### config.mk
export PLATFORM = sky130hd
export DESIGN_NAME = scs_device_flat
export DESIGN_NICKNAME = d
export VERILOG_FILES = /design/src/rtl/scs_pkg.sv /design/src/rtl/scs_if.sv /design/src/rtl/scs_glitch_filt.sv /design/src/rtl/scs_device.sv /design/src/flat_wrapper.sv
export VERILOG_INCLUDE_DIRS = /design/src /design/src/rtl
export SDC_FILE = /design/constraint.sdc
export NUM_CORES = 1
export LEC_CHECK = 0
export BUFFER_PORTS_ARGS = -buffer_cell sky130_fd_sc_hd__buf_2
export CAP_MARGIN = 25
export CORE_AREA = 8 8 98 100
export CTS_BUF_LIST = sky130_fd_sc_hd__clkbuf_2 sky130_fd_sc_hd__clkbuf_4 sky130_fd_sc_hd__clkbuf_8
export DETAILED_ROUTE_END_ITERATION = 12
export DIE_AREA = 0 0 106 108
export SYNTH_ARGS = -nofsm -noshare
export SYNTH_HDL_FRONTEND = slang
export SYNTH_SLANG_ARGS = --single-unit
### constraint.sdc
create_clock -name pclk -period 5.5 [get_ports pclk]
set_clock_uncertainty 0.1 [all_clocks]
set_input_delay 0.55 -clock pclk [delete_from_list [all_inputs] [get_ports pclk]]
set_output_delay 0.55 -clock pclk [all_outputs]
set_load 0.02 [all_outputs]
### src/rtl/scs_cfg.svh
// constants of the serializer control and status plane
`ifndef SCS_CFG_SVH
`define SCS_CFG_SVH
// ----------------------------------------------------------------
// timing
// ----------------------------------------------------------------
`define SCS_PCLK_MHZ    10
`define SCS_FILT_MIN    3
`define SCS_SYNC_WIN    130
`define SCS_HD_GAP      (`SCS_SYNC_WIN / 2)
`define SCS_PD_HOLD_MS  3
`define SCS_PD_HOLD_CYC (`SCS_PD_HOLD_MS * `SCS_PCLK_MHZ * 1000)
// ----------------------------------------------------------------
// device register offsets, bits and reset values
// ----------------------------------------------------------------
`define SCS_A_PSEL      8'h01
`define SCS_A_CFG       8'h03
`define SCS_A_LINK      8'h0C
`define SCS_A_PCTL      8'h20
`define SCS_A_IEN       8'hC6
`define SCS_A_ISR       8'hC7
`define SCS_B_PICK0     0
`define SCS_B_PICK1     1
`define SCS_B_ADDR2     2
`define SCS_B_MAPOVR    0
`define SCS_B_MAPVAL    1
`define SCS_B_FILT      4
`define SCS_B_LINKDET   0
`define SCS_B_IRQ_ALL   0
`define SCS_B_IRQ_LINK  1
`define SCS_B_IRQ_REM   5
`define SCS_RST_PSEL    8'h01
`define SCS_RST_CFG     8'h10
`define SCS_RST_PCTL    8'h00
`define SCS_RST_IEN     8'h00
// ----------------------------------------------------------------
// host apb offsets and fields
// ----------------------------------------------------------------
`define SCS_APB_CMD     12'h000
`define SCS_APB_STAT    12'h004
`define SCS_APB_LINES   12'h008
`define SCS_CMD_WE      16
`define SCS_CMD_SECOND  17
`define SCS_RST_LINES   32'h0000_0002
`endif

### src/rtl/scs_pkg.sv
// types of the serializer control and status plane
package scs_pkg;
  // host order sequencer
  typedef enum logic [1:0] {SCS_IDLE, SCS_WAIT, SCS_SETTLE} scs_hst_t;

  // glitch filter state
  typedef struct packed {
    logic [1:0] cnt;
    logic       out;
  } scs_filt_t;

  // device state
  typedef struct packed {
    logic [7:0] psel;
    logic [7:0] cfg;
    logic [7:0] pctl0;
    logic [7:0] pctl1;
    logic [7:0] ien;
    logic       rem_pend;
    logic       link_pend;
    logic [1:0] link_q;
    logic       rem_q;
    logic       ack;
    logic [7:0] rdata;
    logic       irq_n;
    logic       mirror_n;
    logic       strap_done;
    logic       strap_map;
    logic       map_sel;
    logic       vs;
  } scs_dev_t;

  // host state
  typedef struct packed {
    scs_hst_t       st;
    logic           auto_rd;
    logic [17:0]    cmd;
    logic           cmd_pend;
    logic [7:0]     rdata;
    logic [7:0]     isr;
    logic [31:0]    lines;
    logic           pd_n;
    logic [14:0]    pd_cnt;
    logic [2:0]     vid;
    logic [2:0][7:0] gap;
    logic [31:0]    prdata;
    logic           pready;
    logic           pslverr;
  } scs_host_t;
endpackage

### src/rtl/scs_if.sv
// link between host controller side and serializer control plane
`timescale 1ns/1ps
interface scs_if;
  logic            power_down_n;
  logic            reg_req;
  logic            reg_we;
  logic            reg_second;
  logic [7:0]      reg_addr;
  logic [7:0]      reg_wdata;
  logic            reg_ack;
  logic [7:0]      reg_rdata;
  logic            horiz_sync;
  logic            vert_sync;
  logic            pixel_valid;
  logic            colour_map_strap;
  logic            remote_irq_in_n;
  logic [1:0]      link_up;
  logic [1:0][6:0] line_fault;
  logic            irq_out_n;
  logic            remote_irq_mirror_n;

  modport dev (
    input  power_down_n, reg_req, reg_we, reg_second, reg_addr, reg_wdata,
    input  horiz_sync, vert_sync, pixel_valid, colour_map_strap,
    input  remote_irq_in_n, link_up, line_fault,
    output reg_ack, reg_rdata, irq_out_n, remote_irq_mirror_n
  );
  modport host (
    output power_down_n, reg_req, reg_we, reg_second, reg_addr, reg_wdata,
    output horiz_sync, vert_sync, pixel_valid, colour_map_strap,
    output remote_irq_in_n, link_up, line_fault,
    input  reg_ack, reg_rdata, irq_out_n, remote_irq_mirror_n
  );
endinterface // scs_if

### src/rtl/scs_glitch_filt.sv
// minimum pulse width filter for one control line
`timescale 1ns/1ps
`include "scs_cfg.svh"
module scs_glitch_filt
  import scs_pkg::*;
(
  input  wire logic pclk,   // pixel clock
  input  wire logic rst_n,  // async reset
  input  wire logic en,     // filter on
  input  wire logic din,    // raw line
  output logic      dout    // filtered line
);
  scs_filt_t s_reg, s_next;

  // pass a new level once it has stood for the minimum width
  always_comb begin
    s_next = s_reg;
    if (din == s_reg.out) begin
      s_next.cnt = 2'd0;
    end else if (!en || s_reg.cnt == 2'(`SCS_FILT_MIN - 1)) begin
      s_next.out = din;
      s_next.cnt = 2'd0;
    end else begin
      s_next.cnt = s_reg.cnt + 2'd1;
    end
  end

  always_ff @(posedge pclk or negedge rst_n) begin
    if (!rst_n) begin
      s_reg <= '0;
    end else begin
      s_reg <= s_next;
    end
  end

  assign dout = s_reg.out;
endmodule // scs_glitch_filt

### src/rtl/scs_device.sv
// serializer control plane: port steered registers, filter, interrupts
`timescale 1ns/1ps
`include "scs_cfg.svh"
// Operation
// - read returns selected port copy, second wins
// - write updates every selected port copy
// - shared registers ignore port select bits
// - second address reaches second port, ignores picks
// - colour map from strap or register
// - horizontal sync and valid filtered below three clocks
// - source toggles horizontal sync/valid twice per 130 clocks
// - vertical sync toggles once per 130 clocks
// - power down resets all control registers
// - power down held low at least 3 ms
// - link fault shows zero in link detect
// - all cable faults share one status bit
// - active low interrupt from enable/status registers
// - host sets enable bits five and zero
// - remote low input pulls interrupt output low
// - host reads status after seeing interrupt
// - status read clears pending and releases output
// - new remote interrupt only on falling edge
// - mirror follows remote input, needs no clear
// - mirror high while link is down
module scs_device
  import scs_pkg::*;
(
  input  wire logic pclk,            // pixel clock
  input  wire logic presetn,         // async reset, active low
  scs_if.dev        lnk,             // host side link
  output logic      vid_hs,          // filtered horizontal sync
  output logic      vid_vs,          // vertical sync
  output logic      vid_de,          // filtered pixel valid
  output logic      colour_map_sel,  // chosen colour mapping
  output logic [7:0] port0_ctrl,     // first port control copy
  output logic [7:0] port1_ctrl      // second port control copy
);
  scs_dev_t   s_reg, s_next;
  logic       rst_n;
  logic [1:0] link_ok;
  logic [1:0] filt_in;
  logic [1:0] filt_out;
  logic       acc, acc_ok, rd_p1, wr_p0, wr_p1, addr2;
  logic       rem_fall, link_drop, isr_rd;

  // power down acts as reset of every control register
  assign rst_n = presetn & lnk.power_down_n;

  // ----------------------------------------------------------------
  // control line filters
  // ----------------------------------------------------------------
  assign filt_in = {lnk.pixel_valid, lnk.horiz_sync};
  generate
    for (genvar i = 0; i < 2; i++) begin : g_filt
      scs_glitch_filt u_filt (
        .pclk  (pclk),
        .rst_n (rst_n),
        .en    (s_reg.cfg[`SCS_B_FILT]),
        .din   (filt_in[i]),
        .dout  (filt_out[i])
      );
    end
  endgenerate

  // ----------------------------------------------------------------
  // link detect per port
  // ----------------------------------------------------------------
  // any cable fault kind collapses into one not-detected bit
  generate
    for (genvar p = 0; p < 2; p++) begin : g_link
      assign link_ok[p] = lnk.link_up[p] & ~(|lnk.line_fault[p]);
    end
  endgenerate

  // ----------------------------------------------------------------
  // access steering
  // ----------------------------------------------------------------
  assign addr2  = s_reg.psel[`SCS_B_ADDR2];
  assign acc    = lnk.reg_req & ~s_reg.ack;
  // second address reads/writes only when enabled, acked either way
  assign acc_ok = acc & (~lnk.reg_second | addr2);
  // second address overrides both pick bits
  assign rd_p1  = addr2 ? lnk.reg_second
                        : s_reg.psel[`SCS_B_PICK1];
  assign wr_p0  = addr2 ? ~lnk.reg_second
                        : s_reg.psel[`SCS_B_PICK0];
  assign wr_p1  = addr2 ? lnk.reg_second
                        : s_reg.psel[`SCS_B_PICK1];

  // ----------------------------------------------------------------
  // interrupt events
  // ----------------------------------------------------------------
  // falling edge only, a held low level does not re-arm
  assign rem_fall  = s_reg.rem_q & ~lnk.remote_irq_in_n;
  assign link_drop = |(s_reg.link_q & ~link_ok);
  assign isr_rd    = acc_ok & ~lnk.reg_we & (lnk.reg_addr == `SCS_A_ISR);

  // ----------------------------------------------------------------
  // next state
  // ----------------------------------------------------------------
  always_comb begin
    s_next        = s_reg;
    s_next.ack    = acc;
    s_next.rem_q  = lnk.remote_irq_in_n;
    s_next.link_q = link_ok;
    s_next.vs     = lnk.vert_sync;

    // strap caught once, in the first cycle after reset
    if (!s_reg.strap_done) begin
      s_next.strap_done = 1'b1;
      s_next.strap_map  = lnk.colour_map_strap;
    end
    s_next.map_sel = s_reg.cfg[`SCS_B_MAPOVR] ? s_reg.cfg[`SCS_B_MAPVAL]
                                              : s_reg.strap_map;

    // register read, shared registers ignore the picks
    s_next.rdata = 8'h00;
    if (acc_ok && !lnk.reg_we) begin
      unique case (lnk.reg_addr)
        `SCS_A_PSEL: s_next.rdata = s_reg.psel;
        `SCS_A_CFG:  s_next.rdata = s_reg.cfg;
        `SCS_A_LINK: s_next.rdata[`SCS_B_LINKDET] =
                       rd_p1 ? link_ok[1] : link_ok[0];
        `SCS_A_PCTL: s_next.rdata = rd_p1 ? s_reg.pctl1
                                          : s_reg.pctl0;
        `SCS_A_IEN:  s_next.rdata = s_reg.ien;
        `SCS_A_ISR: begin
          s_next.rdata[`SCS_B_IRQ_ALL]  = s_reg.rem_pend | s_reg.link_pend;
          s_next.rdata[`SCS_B_IRQ_LINK] = s_reg.link_pend;
          s_next.rdata[`SCS_B_IRQ_REM]  = s_reg.rem_pend;
        end
        default:     s_next.rdata = 8'h00;
      endcase
    end

    // register write
    if (acc_ok && lnk.reg_we) begin
      unique case (lnk.reg_addr)
        `SCS_A_PSEL: s_next.psel = lnk.reg_wdata;
        `SCS_A_CFG:  s_next.cfg  = lnk.reg_wdata;
        `SCS_A_PCTL: begin
          if (wr_p0) begin
            s_next.pctl0 = lnk.reg_wdata;
          end
          if (wr_p1) begin
            s_next.pctl1 = lnk.reg_wdata;
          end
        end
        `SCS_A_IEN:  s_next.ien  = lnk.reg_wdata;
        default:     s_next.ien  = s_reg.ien;
      endcase
    end

    // status read clears, a new event in the same cycle wins
    if (isr_rd) begin
      s_next.rem_pend  = 1'b0;
      s_next.link_pend = 1'b0;
    end
    if (rem_fall && s_reg.ien[`SCS_B_IRQ_REM]) begin
      s_next.rem_pend = 1'b1;
    end
    if (link_drop && s_reg.ien[`SCS_B_IRQ_LINK]) begin
      s_next.link_pend = 1'b1;
    end

    // output drops while enable bit zero is set and a source is pending
    s_next.irq_n = ~(s_reg.ien[`SCS_B_IRQ_ALL] &
                     (s_reg.rem_pend | s_reg.link_pend));

    // mirror follows remote level, forced high without a link
    s_next.mirror_n = (|link_ok) ? lnk.remote_irq_in_n : 1'b1;
  end

  // ----------------------------------------------------------------
  // state register
  // ----------------------------------------------------------------
  always_ff @(posedge pclk or negedge rst_n) begin
    if (!rst_n) begin
      s_reg          <= '0;
      s_reg.psel     <= `SCS_RST_PSEL;
      s_reg.cfg      <= `SCS_RST_CFG;
      s_reg.pctl0    <= `SCS_RST_PCTL;
      s_reg.pctl1    <= `SCS_RST_PCTL;
      s_reg.ien      <= `SCS_RST_IEN;
      s_reg.rem_q    <= 1'b1;
      s_reg.irq_n    <= 1'b1;
      s_reg.mirror_n <= 1'b1;
    end else begin
      s_reg <= s_next;
    end
  end

  // ----------------------------------------------------------------
  // outputs
  // ----------------------------------------------------------------
  assign lnk.reg_ack             = s_reg.ack;
  assign lnk.reg_rdata           = s_reg.rdata;
  assign lnk.irq_out_n           = s_reg.irq_n;
  assign lnk.remote_irq_mirror_n = s_reg.mirror_n;
  assign vid_hs                  = filt_out[0];
  assign vid_de                  = filt_out[1];
  assign vid_vs                  = s_reg.vs;
  assign colour_map_sel          = s_reg.map_sel;
  assign port0_ctrl              = s_reg.pctl0;
  assign port1_ctrl              = s_reg.pctl1;
endmodule // scs_device

### src/flat_wrapper.sv
// flat-port wrapper written by rule: the top's interface ports become plain ports
module scs_device_flat import scs_pkg::*;
  (pclk, presetn, vid_hs, vid_vs, vid_de, colour_map_sel, port0_ctrl, port1_ctrl, lnk_power_down_n, lnk_reg_req, lnk_reg_we, lnk_reg_second, lnk_reg_addr, lnk_reg_wdata, lnk_horiz_sync, lnk_vert_sync, lnk_pixel_valid, lnk_colour_map_strap, lnk_remote_irq_in_n, lnk_link_up, lnk_line_fault, lnk_reg_ack, lnk_reg_rdata, lnk_irq_out_n, lnk_remote_irq_mirror_n);
  scs_if lnk_i ();
  input  wire logic pclk;
  input  wire logic presetn;
  output logic vid_hs;
  output logic vid_vs;
  output logic vid_de;
  output logic colour_map_sel;
  output logic [7:0] port0_ctrl;
  output logic [7:0] port1_ctrl;
  input wire logic [$bits(lnk_i.power_down_n)-1:0] lnk_power_down_n;
  input wire logic [$bits(lnk_i.reg_req)-1:0] lnk_reg_req;
  input wire logic [$bits(lnk_i.reg_we)-1:0] lnk_reg_we;
  input wire logic [$bits(lnk_i.reg_second)-1:0] lnk_reg_second;
  input wire logic [$bits(lnk_i.reg_addr)-1:0] lnk_reg_addr;
  input wire logic [$bits(lnk_i.reg_wdata)-1:0] lnk_reg_wdata;
  input wire logic [$bits(lnk_i.horiz_sync)-1:0] lnk_horiz_sync;
  input wire logic [$bits(lnk_i.vert_sync)-1:0] lnk_vert_sync;
  input wire logic [$bits(lnk_i.pixel_valid)-1:0] lnk_pixel_valid;
  input wire logic [$bits(lnk_i.colour_map_strap)-1:0] lnk_colour_map_strap;
  input wire logic [$bits(lnk_i.remote_irq_in_n)-1:0] lnk_remote_irq_in_n;
  input wire logic [$bits(lnk_i.link_up)-1:0] lnk_link_up;
  input wire logic [$bits(lnk_i.line_fault)-1:0] lnk_line_fault;
  output wire logic [$bits(lnk_i.reg_ack)-1:0] lnk_reg_ack;
  output wire logic [$bits(lnk_i.reg_rdata)-1:0] lnk_reg_rdata;
  output wire logic [$bits(lnk_i.irq_out_n)-1:0] lnk_irq_out_n;
  output wire logic [$bits(lnk_i.remote_irq_mirror_n)-1:0] lnk_remote_irq_mirror_n;
  assign lnk_i.power_down_n = lnk_power_down_n;
  assign lnk_i.reg_req = lnk_reg_req;
  assign lnk_i.reg_we = lnk_reg_we;
  assign lnk_i.reg_second = lnk_reg_second;
  assign lnk_i.reg_addr = lnk_reg_addr;
  assign lnk_i.reg_wdata = lnk_reg_wdata;
  assign lnk_i.horiz_sync = lnk_horiz_sync;
  assign lnk_i.vert_sync = lnk_vert_sync;
  assign lnk_i.pixel_valid = lnk_pixel_valid;
  assign lnk_i.colour_map_strap = lnk_colour_map_strap;
  assign lnk_i.remote_irq_in_n = lnk_remote_irq_in_n;
  assign lnk_i.link_up = lnk_link_up;
  assign lnk_i.line_fault = lnk_line_fault;
  assign lnk_reg_ack = lnk_i.reg_ack;
  assign lnk_reg_rdata = lnk_i.reg_rdata;
  assign lnk_irq_out_n = lnk_i.irq_out_n;
  assign lnk_remote_irq_mirror_n = lnk_i.remote_irq_mirror_n;
  scs_device u_core (.pclk(pclk), .presetn(presetn), .lnk(lnk_i), .vid_hs(vid_hs), .vid_vs(vid_vs), .vid_de(vid_de), .colour_map_sel(colour_map_sel), .port0_ctrl(port0_ctrl), .port1_ctrl(port1_ctrl));
endmodule
# After elaboration in Yosys (flattened, before gate mapping)
# Index checks and enable logic that the tools add are counted.
dict set report totals {
  mem_bits_ro 0
  ram_bits 0
  latch_bits 0
  in_bits 43
  n_memories 0
  regBits 66
  word_cells 95
}
dict set report classes {
  muxes 19
  mul 0
  n_lt_le_gt_ge 0
  div_mod_pow 0
  shifts 0
  n_eq_ne 10
  n_addsub 2
  reduce_logical 21
  n_bitwise 22
}
# operator count
set op_table {}
lappend op_table {{8-bit equality test (second input constant)} 2}
lappend op_table {{8-bit 2-to-1 mux} 2}
lappend op_table {{7-bit OR reduction} 2}
lappend op_table {{3-bit case mux with 4 select lines} 1}
lappend op_table {{2-bit 2-to-1 mux} 5}
lappend op_table {{1-bit case mux with 5 select lines} 2}
lappend op_table {{2-bit AND reduction} 5}
lappend op_table {{1-bit AND} 9}
lappend op_table {{1-bit NOT} 9}
lappend op_table {{8-bit by 1-bit equality test with 1-bit output (second input constant)} 1}
lappend op_table {{8-bit by 2-bit equality test with 1-bit output (second input constant)} 1}
lappend op_table {{8-bit by 4-bit equality test with 1-bit output (second input constant)} 1}
lappend op_table {{8-bit by 6-bit equality test with 1-bit output (second input constant)} 1}
lappend op_table {{2-bit case mux with 4 select lines} 1}
lappend op_table {{1-bit 2-to-1 mux} 7}
lappend op_table {{1-bit case mux with 6 select lines} 1}
lappend op_table {{3-bit AND reduction} 2}
lappend op_table {{2-bit by 1-bit adder with 2-bit output (second input constant)} 2}
lappend op_table {{2-bit equality test (second input constant)} 2}
lappend op_table {{1-bit logical AND} 4}
lappend op_table {{2-bit nonzero test} 2}
lappend op_table {{2-bit OR reduction} 2}
lappend op_table {{2-bit AND} 1}
lappend op_table {{1-bit equality test} 2}
lappend op_table {{other kinds (4)} 7}

# Depth between registers and ports, before layout
# Gate-level depths: netlist (run 1).
dict set report logic_depth {
  ltp_word 8
  depth_mapped 6
  depth_no_buf 5
}

# Hierarchy
# Synthesis (run 1) repeated with hierarchy kept, for this count alone.
dict set report hier_totals {
  cells_unflattened 244
  area_unflattened_um2 3213.1
}
# module n_inst seq_area_each_um2 cells_per_inst area_each_um2
set by_module_without_submodules {}
lappend by_module_without_submodules {scs_device 1 1507.7 224 2935.3}
lappend by_module_without_submodules {scs_glitch_filt 2 75.1 10 138.9}

# Worst setup path before layout (run 1)
# Ideal clock, no wire load.
dict set report synth_path {
  kind {in2reg}
  from {input port lnk_reg_addr[0]}
  to {register u_core.s_reg (netlist bit u_core.port0_ctrl[0])}
  path_buffers 1
  cell_stages 5
  required_ns 5.275
  arrival_ns 1.831
  path_slack_ns 3.444
  cell_sequence {buf_2 nor4_4 nand4b_4 nor3_4 mux2_2}
}
dict set report synth_via {
  elab_chain_len 2
}
# element line_no
set synth_lines {}
lappend synth_lines {{start, declared} flat_wrapper.sv:17} ;# input wire logic [$bits(lnk_i.reg_addr)-1:0] lnk_reg_addr;
lappend synth_lines {{8-bit by 6-bit equality test with 1-bit output} scs_device.sv:138} ;# unique case (lnk.reg_addr)
lappend synth_lines {{3-bit AND reduction (no source line)} --}
lappend synth_lines {{end signal, assigned} scs_device.sv:189} ;# s_reg <= s_next;
lappend synth_lines {{end, declared} scs_device.sv:38} ;# scs_dev_t s_reg, s_next;
# No other way between the ends.
# A chain may end at the register's enable or synchronous reset.

# Worst setup path after layout (run 1)
dict set report layout_path {
  from {register u_core.s_reg (netlist bit u_core.addr2)}
  to {register u_core.s_reg[46] in the netlist's numbering}
}
dict set report layout_via {
  elab_chain_len 4
}
# element line_no
set layout_lines {}
lappend layout_lines {{1-bit bitwise OR} scs_device.sv:81} ;# assign acc_ok = acc & (~lnk.reg_second | addr2);
lappend layout_lines {{1-bit AND} scs_device.sv:81}
lappend layout_lines {{1-bit logical AND} scs_device.sv:137} ;# if (acc_ok && lnk.reg_we) begin
lappend layout_lines {{2-bit AND reduction (no source line)} --}
# No other way between the ends.

==> impl_metrics.sql, run 1 <==
INSERT INTO impl_metrics (metric_group, metric, value, unit) VALUES
('outcome', 'status', 'finished clean', ''),
('timing', 'totalNegativeSetupSlack', '0', 'ns'),
('logic_synthesis', 'muxShareOfSynthArea', '20.10', '%'),
('logic_synthesis', 'syn_area', '3156', 'um^2'),
('timing', 'relSlewSlack', '44.96', '%'),
('placed_design', 'gp_congestion', '0.7539', ''),
('clock_tree', 'post-cts-setup-buffers', '0', ''),
('detailed_routing', 'post_drt_via_cell_ratio', '5.044', ''),
('global_routing', 'antenna_found_initial', '0', ''),
('clock_tree', 'tritoncts_num_sinks', '66', ''),
('floorplan', 'io_pins', '74', ''),
('logic_synthesis', 'synthDominantAreaCellType', 'dfrtp_1', ''),
('clock_tree', 'cts.reportedPaths.clkPinSlew', '0.07', 'ns'),
('clock_tree', 'post_cts_resize_count', '0', ''),
('logic_synthesis', 'dominant_combinational_cell_family_by_area_after_synthesis', 'multiplexers', ''),
('logic_synthesis', 'share_of_flip_flops_with_an_asynchronous_set_or_reset', '100.0', '%'),
('floorplan', 'overall_die_width', '106', 'um'),
('floorplan', 'start_util', '39.19', '%'),
('detailed_routing', 'drt-pass1-iter-count', '7', ''),
('clock_tree', 'cts_hold_repair.buffers', '0', ''),
('setup_path', 'timing_worst_setup_path_type', 'flip-flop to flip-flop', ''),
('logic_synthesis', 'synth_fp_nets', '289', ''),
('logic_synthesis', 'synthAdderAreaFrac', '0.7930', '%'),
('floorplan', 'die_height', '108', 'um'),
('global_routing', 'grt_max_degree', '67', ''),
('timing', 'hold_violations', '0', ''),
('placed_design', 'hpwl', '5159', 'um'),
('logic_synthesis', 'top_cell_type_s_share_of_synthesized_area', '48.37', '%'),
('floorplan', 'fp.coreArea', '8051', 'um^2'),
('power', 'power.density', '284.3', 'nW/um^2'),
('logic_synthesis', 'synth_flop_cell', 'dfrtp_1', ''),
('timing', 'rsz_0062_raised_after_global_routing', 'no', ''),
('logic_synthesis', 'postSynthAreaPerCell', '12.93', 'um^2'),
('global_routing', 'first_global_vias', '2189', ''),
('logic_synthesis', 'post-synth-top-count-cell', 'dfrtp_1', ''),
('finish', 'antenna_cells_inserted', '0', ''),
('finish', 'largest_reg_flops', '30', ''),
('power', 'power_leakage', '1.856', 'nW'),
('setup_path', 'peak_fanout_along_the_critical_path', '8', ''),
('setup_path', 'startpoint_type', 'flip-flop', ''),
('detailed_routing', 'antenna_left', '0', ''),
('logic_synthesis', 'ys_types', '43', ''),
('clock_tree', 'clock_tree_from_tritoncts', 'built', ''),
('timing', 'hold_slack', '0.2283', 'ns'),
('global_routing', 'grt_total_usage', '12.96', '%'),
('logic_synthesis', 'yosysSeqAreaShare', '52.54', '%'),
('placed_design', 'port-buffer-count', '73', ''),
('finish', 'final-instance-count-excl-fill', '411', ''),
('detailed_routing', 'wl_per_cell', '17.53', 'um'),
('logic_synthesis', 'synth.area.top_cells', 'dfrtp_1 (48%), mux2_2 (18%), buf_4 (5.7%), dfstp_2 (4.2%), a222oi_1 (1.9%)', ''),
('setup_path', 'arrival', '2.22', 'ns'),
('clock_tree', 'cts-htree-levels', '3', ''),
('detailed_routing', 'detail_route.drc_violations', '0', ''),
('global_routing', 'global_route.overflow_total', '0', ''),
('timing', 'timing.final.crit_period', '2.113', 'ns'),
('timing', 'achievable-frequency', '473.2', 'MHz'),
('timing', 'setup_slack', '3.387', 'ns'),
('setup_path', 'worst_setup_path_end_kind', 'flip-flop', ''),
('clock_tree', 'insertion_delay', '0.33', 'ns'),
('logic_synthesis', 'complex_gate_fraction_of_the_synthesized_area', '6.305', '%'),
('logic_synthesis', 'postSynthCellCount', '244', ''),
('detailed_routing', 'route.final.wire_length', '7205', 'um'),
('timing', 'drv_slew', '0', ''),
('logic_synthesis', 'yosys-top-cells-count', 'dfrtp_1 (61), mux2_2 (51), buf_4 (24)', ''),
('timing', 'worst_slew_pin_slew', '0.8256', 'ns'),
('clock_tree', 'cts_root_buf', 'clkbuf_8', ''),
('logic_synthesis', 'synth_edf_count', '0', ''),
('floorplan', 'floorplan.rows', '33', ''),
('logic_synthesis', 'synth-seq-cells', '66', ''),
('hold_path', 'min-delay-path-class', 'input pin to flip-flop', ''),
('setup_path', 'worstPathRequired', '5.61', 'ns');
-- worst max-delay path, stage by stage (launching register included) --
cell and delay (ns):
dfrtp_1 0.45, nand2b_1 0.16, nand3_1 0.30, nor2_2 0.59
mux2_2 0.41
-- final timing paths --
path | start | to | slack (ns) | depth (start not counted)
max reg2reg | u_core.addr2 | u_core.s_reg[46] | 3.39 | 4
min | lnk_vert_sync | u_core.vid_vs | 0.23 | 1
min reg2reg | u_core.g_filt[0].u_filt.s_reg[1] | u_core.g_filt[0].u_filt.s_reg[1] | 0.32 | 1
min in group asynchronous | lnk_power_down_n | u_core.vid_vs | 0.42 | 3
max | u_core.addr2 | u_core.s_reg[46] | 3.39 | 4
max in group asynchronous | presetn | u_core.s_reg[46] | 4.34 | 3
-- through the flow --
step	cell area (um^2)	util (%)
floorplan	3156	-
finish	3719	46.18
global route	3719	46.18
CTS	3719	46.18
global placement	3467	43.06
detailed placement	3467	43.06
-- layout make-up --
cell class | count | area, um^2
flip-flops and latches | 66 | 1658
clock buffers | 11 | 151.4
inverters | 7 | 26.28
well taps | 105 | 131.4
repair buffers | 75 | 380.4
multi-input cells | 142 | 1271
fillers | 758 | 4333
clock inverters | 5 | 100.1
-- layer usage --
layer	share of wire [%]	global-route usage (%)	wire length [um]	vias up
li1	-	-	-	974
met1	43	15.82	3102	1027
met3	7.2	4.283	520	12
met5	0	0	0	-
met4	1.8	6.131	128	0
met2	48	20.42	3455	60
-- cells in the final DEF (no fill, tap or decap), types with 3 or more instances in the layout --
cell	n
nor4_1	3
clkbuf_8	11
a21oi_1	3
a222oi_1	6
inv_1	7
buf_2	73
a21boi_0	3
mux2_2	51
mux2i_1	6
nor2_2	3
nand2b_1	5
dfrtp_1	61
dfstp_2	5
nand3b_1	3
nor2_1	10
nand2_1	8
nand4_1	3
bufinv_16	3
-- kinds of logic after synthesis --
logic type | count (synthesis)
and+or+nand+nor | 55
adders and majority gates | 2
buffers and inverters | 36
other | 1
muxes | 57
AOI/OAI and AO/OA | 25
DFF | 66
xor gates and xnor gates | 2
-- where the power goes --
group	internal, mW	switching [mW]	leakage, nW
Sequential	0.492	0.00359	0.885
Combinational	0.0228	0.0340	0.843
Clock	0.325	0.180	0.129
(Power assumes the default switching activity.)
==> run 2, diff against run 1 <==
- clock period: 5.5 -> 1.8 ns (I/O delays scaled with it)
==> run 2 against run 1 <==
The flow now finishes with violations (negative setup slack). Worst setup slack worse by 3.4 ns. Fmax up 17%. Via count up 6.8%.
==> impl_metrics.sql, run 2 (synthesis gave the netlist of run 1 again) <==
INSERT INTO impl_metrics (metric_group, metric, value, unit) VALUES
('placed_design', 'place_inst', '428', ''),
('detailed_routing', 'dr_total_vias', '2215', ''),
('finish', 'post-route-cell-area', '4034', 'um^2'),
('floorplan', 'io_pins', '74', ''),
('timing', 'min_period_over_period', '100.2', '%'),
('finish', 'drive_above_1_share', '56.94', '%'),
('finish', 'commonest_non_fill_non_tap_cells_in_the_layout', 'buf_2 (73), dfrtp_1 (61), mux2_2 (50)', ''),
('outcome', 'status', 'complete, but fails checks', ''),
('floorplan', 'die_height', '108', 'um'),
('timing', 'timing.final.crit_period', '1.804', 'ns'),
('clock_tree', 'cts_buffers', '9', ''),
('placed_design', 'port-buffer-count', '73', ''),
('power', 'post-layout-total-power', '2.908', 'mW'),
('clock_tree', 'cts_root_buf', 'clkbuf_8', ''),
('global_routing', 'grt_max_degree', '67', ''),
('setup_path', 'worstPathRequired', '1.92', 'ns'),
('placed_design', 'gp_congestion', '0.8024', ''),
('floorplan', 'overall_die_width', '106', 'um'),
('detailed_routing', 'route.final.wire_length', '7561', 'um'),
('setup_path', 'worst_path_dominant_cell_family', 'multiplexers', ''),
('setup_path', 'worst_setup_path_end_kind', 'flip-flop', ''),
('finish', 'footprint_of_the_multi_input_gates', '1305', 'um^2'),
('power', 'power_leakage', '2.037', 'nW'),
('outcome', 'failed_checks', 'negative setup slack', ''),
('finish', 'largest_reg_flops', '30', ''),
('placed_design', 'placement.cell_area', '3747', 'um^2'),
('clock_tree', 'tritoncts_num_sinks', '66', ''),
('placed_design', 'place_ws', '-0.06089', 'ns'),
('setup_path', 'crit_chain', 'mux2i_2, buf_4, mux2_2, a222oi_1, a21oi_1', ''),
('finish', 'final_common_cell', 'buf_2', ''),
('detailed_routing', 'detailroute.wirelength.met3', '542', 'um'),
('detailed_routing', 'detail_route.drc_violations', '0', ''),
('floorplan', 'start_util', '39.19', '%'),
('floorplan', 'fp.coreArea', '8051', 'um^2'),
('clock_tree', 'cts_buffer_depth', '2', ''),
('setup_path', 'peak_fanout_along_the_critical_path', '5', ''),
('setup_path', 'crit_path_max_incr_delay', '0.37', 'ns'),
('global_routing', 'grt_total_usage', '13.98', '%'),
('detailed_routing', 'antenna_left', '0', ''),
('power', 'power.ir.vdd_worst', '383.3', 'uV'),
('placed_design', 'hpwl', '5729', 'um'),
('finish', 'synthToLayoutAreaGrowth', '27.84', '%'),
('floorplan', 'die-area', '11450', 'um^2'),
('floorplan', 'floorplan.rows', '33', ''),
('global_routing', 'global_route.overflow_total', '0', ''),
('hold_path', 'min-delay-path-class', 'input pin to flip-flop', ''),
('detailed_routing', 'dr_top_layer', 'met4', ''),
('detailed_routing', 'drt-pass1-iter-count', '4', ''),
('detailed_routing', 'wl_per_cell', '16.76', 'um'),
('clock_tree', 'insertion_delay', '0.34', 'ns'),
('detailed_routing', 'met2_wirelength', '3525', 'um'),
('timing', 'setup_slack', '-0.004156', 'ns'),
('setup_path', 'arrival', '1.92', 'ns'),
('setup_path', 'startpoint_type', 'flip-flop', ''),
('timing', 'drv_slew', '0', ''),
('setup_path', 'cp.buffers_inverters', '1', ''),
('global_routing', 'global_route_wire_length_before_repair', '12430', 'um'),
('detailed_routing', 'post_drt_via_cell_ratio', '4.911', ''),
('setup_path', 'cp_slowest_cell', 'dfrtp_1', ''),
('global_routing', 'first_global_vias', '2396', ''),
('timing', 'achievable-frequency', '554.3', 'MHz'),
('clock_tree', 'cts.reportedPaths.clkPinSlew', '0.07', 'ns'),
('timing', 'rsz_0062_raised_after_global_routing', 'yes', ''),
('power', 'power.density', '720.8', 'nW/um^2'),
('clock_tree', 'clock_tree_from_tritoncts', 'built', ''),
('clock_tree', 'cts-htree-levels', '3', ''),
('global_routing', 'antenna_found_initial', '0', ''),
('job', 'maxCapViolations', '0', ''),
('detailed_routing', 'm1WireLength', '3403', 'um'),
('timing', 'hold_violations', '0', ''),
('timing', 'setup-violations-final', '1', ''),
('finish', 'area_occupied_by_registers', '1658', 'um^2'),
('finish', 'antenna_cells_inserted', '0', ''),
('finish', 'nets', '386', ''),
('detailed_routing', 'drt-initial-drc-count', '96', ''),
('finish', 'final.fill_count', '763', ''),
('setup_path', 'timing_worst_setup_path_type', 'flip-flop to flip-flop', ''),
('finish', 'final-instance-count-excl-fill', '451', '');
==> run 2: what timing repair did <==
action                                  CTS  global route
hold buffers                              7             0
hold endpoints to repair                 67             0
pin swaps                                 2             3
cloned                                    0             0
endpoints found under the setup margin    2            29
resized for setup                         2             5
setup buffers                             0             0
==> run 2: layout make-up <==
| type | instances | area share (%) |
|---|---|---|
| inverter | 7 | 0.6514 |
| sequential | 66 | 41.10 |
| clock buffer | 14 | 4.467 |
| clock inverter | 2 | 0.2481 |
| multi-input combinational | 142 | 32.35 |
| timing repair buffer | 115 | 17.93 |
| tap | 105 | 3.257 |
==> run 2: power by group <==
part | internal [mW] | total [mW] | switching [mW]
combinational | 0.0990 | 0.215 | 0.116
sequential | 1.50 | 1.52 | 0.0113
clock | 0.640 | 1.18 | 0.537
==> run 2: path summary, 6_finish.rpt <==
path,start,to,slack [ns],depth (start not counted)
setup / recovery,u_core.addr2,u_core.lnk.reg_rdata[1],-0.004,5
hold / removal,lnk_line_fault[6],u_core.s_reg[16],0.02,4
setup reg to reg,u_core.addr2,u_core.lnk.reg_rdata[1],-0.004,5
hold reg to reg,u_core.g_filt[0].u_filt.s_reg[1],u_core.g_filt[0].u_filt.s_reg[1],0.32,1
max in group asynchronous,lnk_power_down_n,u_core.lnk.remote_irq_mirror_n,0.27,5
min in group asynchronous,presetn,u_core.vid_vs,0.45,4
==> run 2: worst min-delay path, delay by kind of cell <==
| family | cells | cell delay [ns] |
|---|---|---|
| buffers and inverters | 2 | 0.12 |
| AND/OR/NAND/NOR | 2 | 0.12 |
==> run 2: layer usage <==
layer  vias up  track usage, %
li1       1055               -
met1      1087           17.33
met2        66           21.49
met3         7           5.175
met4         0           6.131
met5         -               0
==> run 2: stage by stage <==
step                 TNS (ns)  util (%)  hold slack [ns]
finish              -0.004156     50.10          0.01799
global route          -0.3244     50.10          0.01478
CTS                         0     49.82         0.005452
detailed placement    -0.9802     46.54           0.1922
global placement      -0.7016     46.54           0.1899
floorplan                   0         -          0.08448
==> run 3, diff against run 2 <==
- CELL_PAD_IN_SITES_DETAIL_PLACEMENT: unset -> 2
- CELL_PAD_IN_SITES_GLOBAL_PLACEMENT: unset -> 2
- CORE_AREA: 8 8 98 100 -> 8 8 107 109
- DIE_AREA: 0 0 106 108 -> 0 0 115 117
- PLACE_DENSITY_LB_ADDON: unset -> 0.1
==> run 3 against run 2 <==
The run now ends clean. Hold slack improved by 0.016 ns. Flip-flop and latch count is the same. Total power up 1.3%. Routed wire length rose by 16%. Worst setup slack improved by 0.019 ns. Clock-buffer cell count shrank 3. Core utilization shrank 8.5 points. Register-to-register slack improved by 0.02 ns. Global-route usage is essentially flat. Critical path type unchanged. Largest power group unchanged.
==> impl_metrics.sql, run 3 (synthesis gave the netlist of run 1 again) <==
INSERT INTO impl_metrics (metric_group, metric, value, unit) VALUES
('setup_path', 'timing_worst_setup_path_type', 'flip-flop to flip-flop', ''),
('finish', 'post-route-cell-area', '4123', 'um^2'),
('timing', 'totalNegativeSetupSlack', '0', 'ns'),
('detailed_routing', 'drt-initial-drc-count', '98', ''),
('setup_path', 'ff2ff_path_depth', '5', ''),
('clock_tree', 'tritoncts_num_sinks', '66', ''),
('global_routing', 'global_route_wire_length_before_repair', '14160', 'um'),
('placed_design', 'placement.cell_area', '3791', 'um^2'),
('finish', 'nets', '382', ''),
('setup_path', 'reg2reg_to', 'u_core.lnk.reg_rdata[2]', ''),
('setup_path', 'worstPathRequired', '1.90', 'ns'),
('power', 'post-layout-total-power', '2.946', 'mW'),
('finish', 'drive_above_1_share', '55.85', '%'),
('global_routing', 'first_global_vias', '2675', ''),
('setup_path', 'arrival', '1.89', 'ns'),
('detailed_routing', 'drt-pass1-iter-count', '4', ''),
('outcome', 'status', 'finished clean', ''),
('setup_path', 'startpoint_type', 'flip-flop', ''),
('finish', 'antenna_cells_inserted', '0', ''),
('global_routing', 'grt_total_usage', '13.95', '%'),
('floorplan', 'overall_die_width', '115', 'um'),
('global_routing', 'global_route.overflow_total', '0', ''),
('hold_path', 'min-delay-path-class', 'input pin to flip-flop', ''),
('clock_tree', 'cts_buffers', '9', ''),
('finish', 'final.fill_count', '1068', ''),
('finish', 'synthToLayoutAreaGrowth', '30.65', '%'),
('global_routing', 'grt_max_degree', '67', ''),
('detailed_routing', 'detail_route.drc_violations', '0', ''),
('finish', 'commonest_non_fill_non_tap_cells_in_the_layout', 'buf_2 (73), dfrtp_1 (61), mux2_2 (42)', ''),
('timing', 'min_period_over_period', '99.16', '%'),
('clock_tree', 'cts_buffer_depth', '2', ''),
('floorplan', 'start_util', '31.85', '%'),
('finish', 'post-route-util', '41.61', '%'),
('clock_tree', 'clock_tree_from_tritoncts', 'built', ''),
('setup_path', 'peak_fanout_along_the_critical_path', '4', ''),
('timing', 'rsz_0062_raised_after_global_routing', 'yes', ''),
('floorplan', 'floorplan.rows', '37', ''),
('power', 'power_leakage', '2.032', 'nW'),
('floorplan', 'die_height', '117', 'um'),
('floorplan', 'die-area', '13460', 'um^2'),
('floorplan', 'io_pins', '74', ''),
('timing', 'achievable-frequency', '560.3', 'MHz'),
('clock_tree', 'insertion_delay', '0.34', 'ns'),
('detailed_routing', 'dr_total_vias', '2256', ''),
('timing', 'timing.final.crit_period', '1.785', 'ns'),
('setup_path', 'reg2reg_slack', '0.02', 'ns'),
('floorplan', 'fp.coreArea', '9907', 'um^2'),
('placed_design', 'port-buffer-count', '73', ''),
('placed_design', 'hpwl', '6629', 'um'),
('clock_tree', 'cts_root_buf', 'clkbuf_8', ''),
('timing', 'setup-violations-final', '0', ''),
('hold_path', 'hold-path-endpoint', 'u_core.s_reg[16]', ''),
('finish', 'final-instance-count-excl-fill', '478', ''),
('detailed_routing', 'post_drt_via_cell_ratio', '4.720', ''),
('hold_path', 'worst_hold_startpoint', 'lnk_line_fault[5]', ''),
('detailed_routing', 'wl_per_cell', '18.30', 'um'),
('detailed_routing', 'route.final.wire_length', '8747', 'um'),
('setup_path', 'worst_setup_path_end_kind', 'flip-flop', ''),
('clock_tree', 'cts-htree-levels', '3', ''),
('placed_design', 'place_inst', '453', ''),
('timing', 'hold_violations', '0', ''),
('finish', 'largest_reg_flops', '30', ''),
('power', 'power.density', '714.5', 'nW/um^2'),
('power', 'power.ir.vdd_worst', '377.1', 'uV'),
('job', 'maxCapViolations', '0', ''),
('timing', 'drv_slew', '0', ''),
('global_routing', 'antenna_found_initial', '0', ''),
('clock_tree', 'cts.reportedPaths.clkPinSlew', '0.08', 'ns'),
('setup_path', 'reg2reg_from', 'u_core.addr2', ''),
('finish', 'final_common_cell', 'buf_2', ''),
('detailed_routing', 'antenna_left', '0', ''),
('placed_design', 'gp_congestion', '0.7235', ''),
('hold_path', 'hold_path_depth', '4', '');
## run 3: power by group
group	internal, mW	switching, mW
Sequential	1.50	0.0123
Clock	0.666	0.550
Combinational	0.0973	0.117
## run 3: worst max-delay path, stage by stage (launching register included)
cell and delay [ns]:
dfrtp_1 0.40, mux2i_2 0.24, buf_4 0.19, mux2_2 0.34
a222oi_1 0.27, a21boi_1 0.11
## run 3: layout make-up
class	instances	area, um^2	share of cell area (%)
Clock buffer	11	138.9	3.369
Timing Repair Buffer	111	750.7	18.21
Multi-Input combinational cell	142	1324	32.11
Inverter	7	26.28	0.6373
Tap cell	136	170.2	4.127
Clock inverter	5	55.05	1.335
Sequential cell	66	1658	40.21
## run 3: how the worst max path moves through the flow
| stage | from | end | slack (ns) | cells after the start |
|---|---|---|---|---|
| after floorplan | u_core.addr2 | u_core.lnk.reg_rdata[1] | 0.004 | 5 |
| after global placement | lnk_reg_addr[7] | u_core.port1_ctrl[6] | -0.06 | 6 |
| after detailed placement | lnk_reg_addr[7] | u_core.port1_ctrl[6] | -0.09 | 6 |
| after CTS | u_core.addr2 | u_core.lnk.reg_rdata[0] | -0.007 | 6 |
| after global routing | u_core.addr2 | u_core.lnk.reg_rdata[2] | -0.1 | 5 |
| final | u_core.addr2 | u_core.lnk.reg_rdata[2] | 0.02 | 5 |
## run 3: repair_timing
| item | in CTS | in global routing |
|---|---|---|
| hold buffers | 7 | 0 |
| endpoints found under the setup margin | 11 | 17 |
| pin swaps | 0 | 3 |
| setup buffers | 0 | 2 |
| gates resized for setup | 2 | 13 |
| endpoints found under the hold margin | 67 | 0 |
## run 3: per-layer routing
layer,wire length [um],GRT usage [%],vias to the layer above
met5,0,0,-
met2,4603,24.90,49
met4,74,5.429,0
li1,-,-,1042
met1,3620,15.25,1161
met3,449,4.259,4
## run 3: through the flow
step	setup slack [ns]	hold WS, ns
after floorplan	0.003556	0.08448
after global placement	-0.05909	0.1892
after detailed placement	-0.09261	0.1983
after CTS	-0.006943	0.01566
after global routing	-0.09715	0.03159
final	0.01510	0.03378
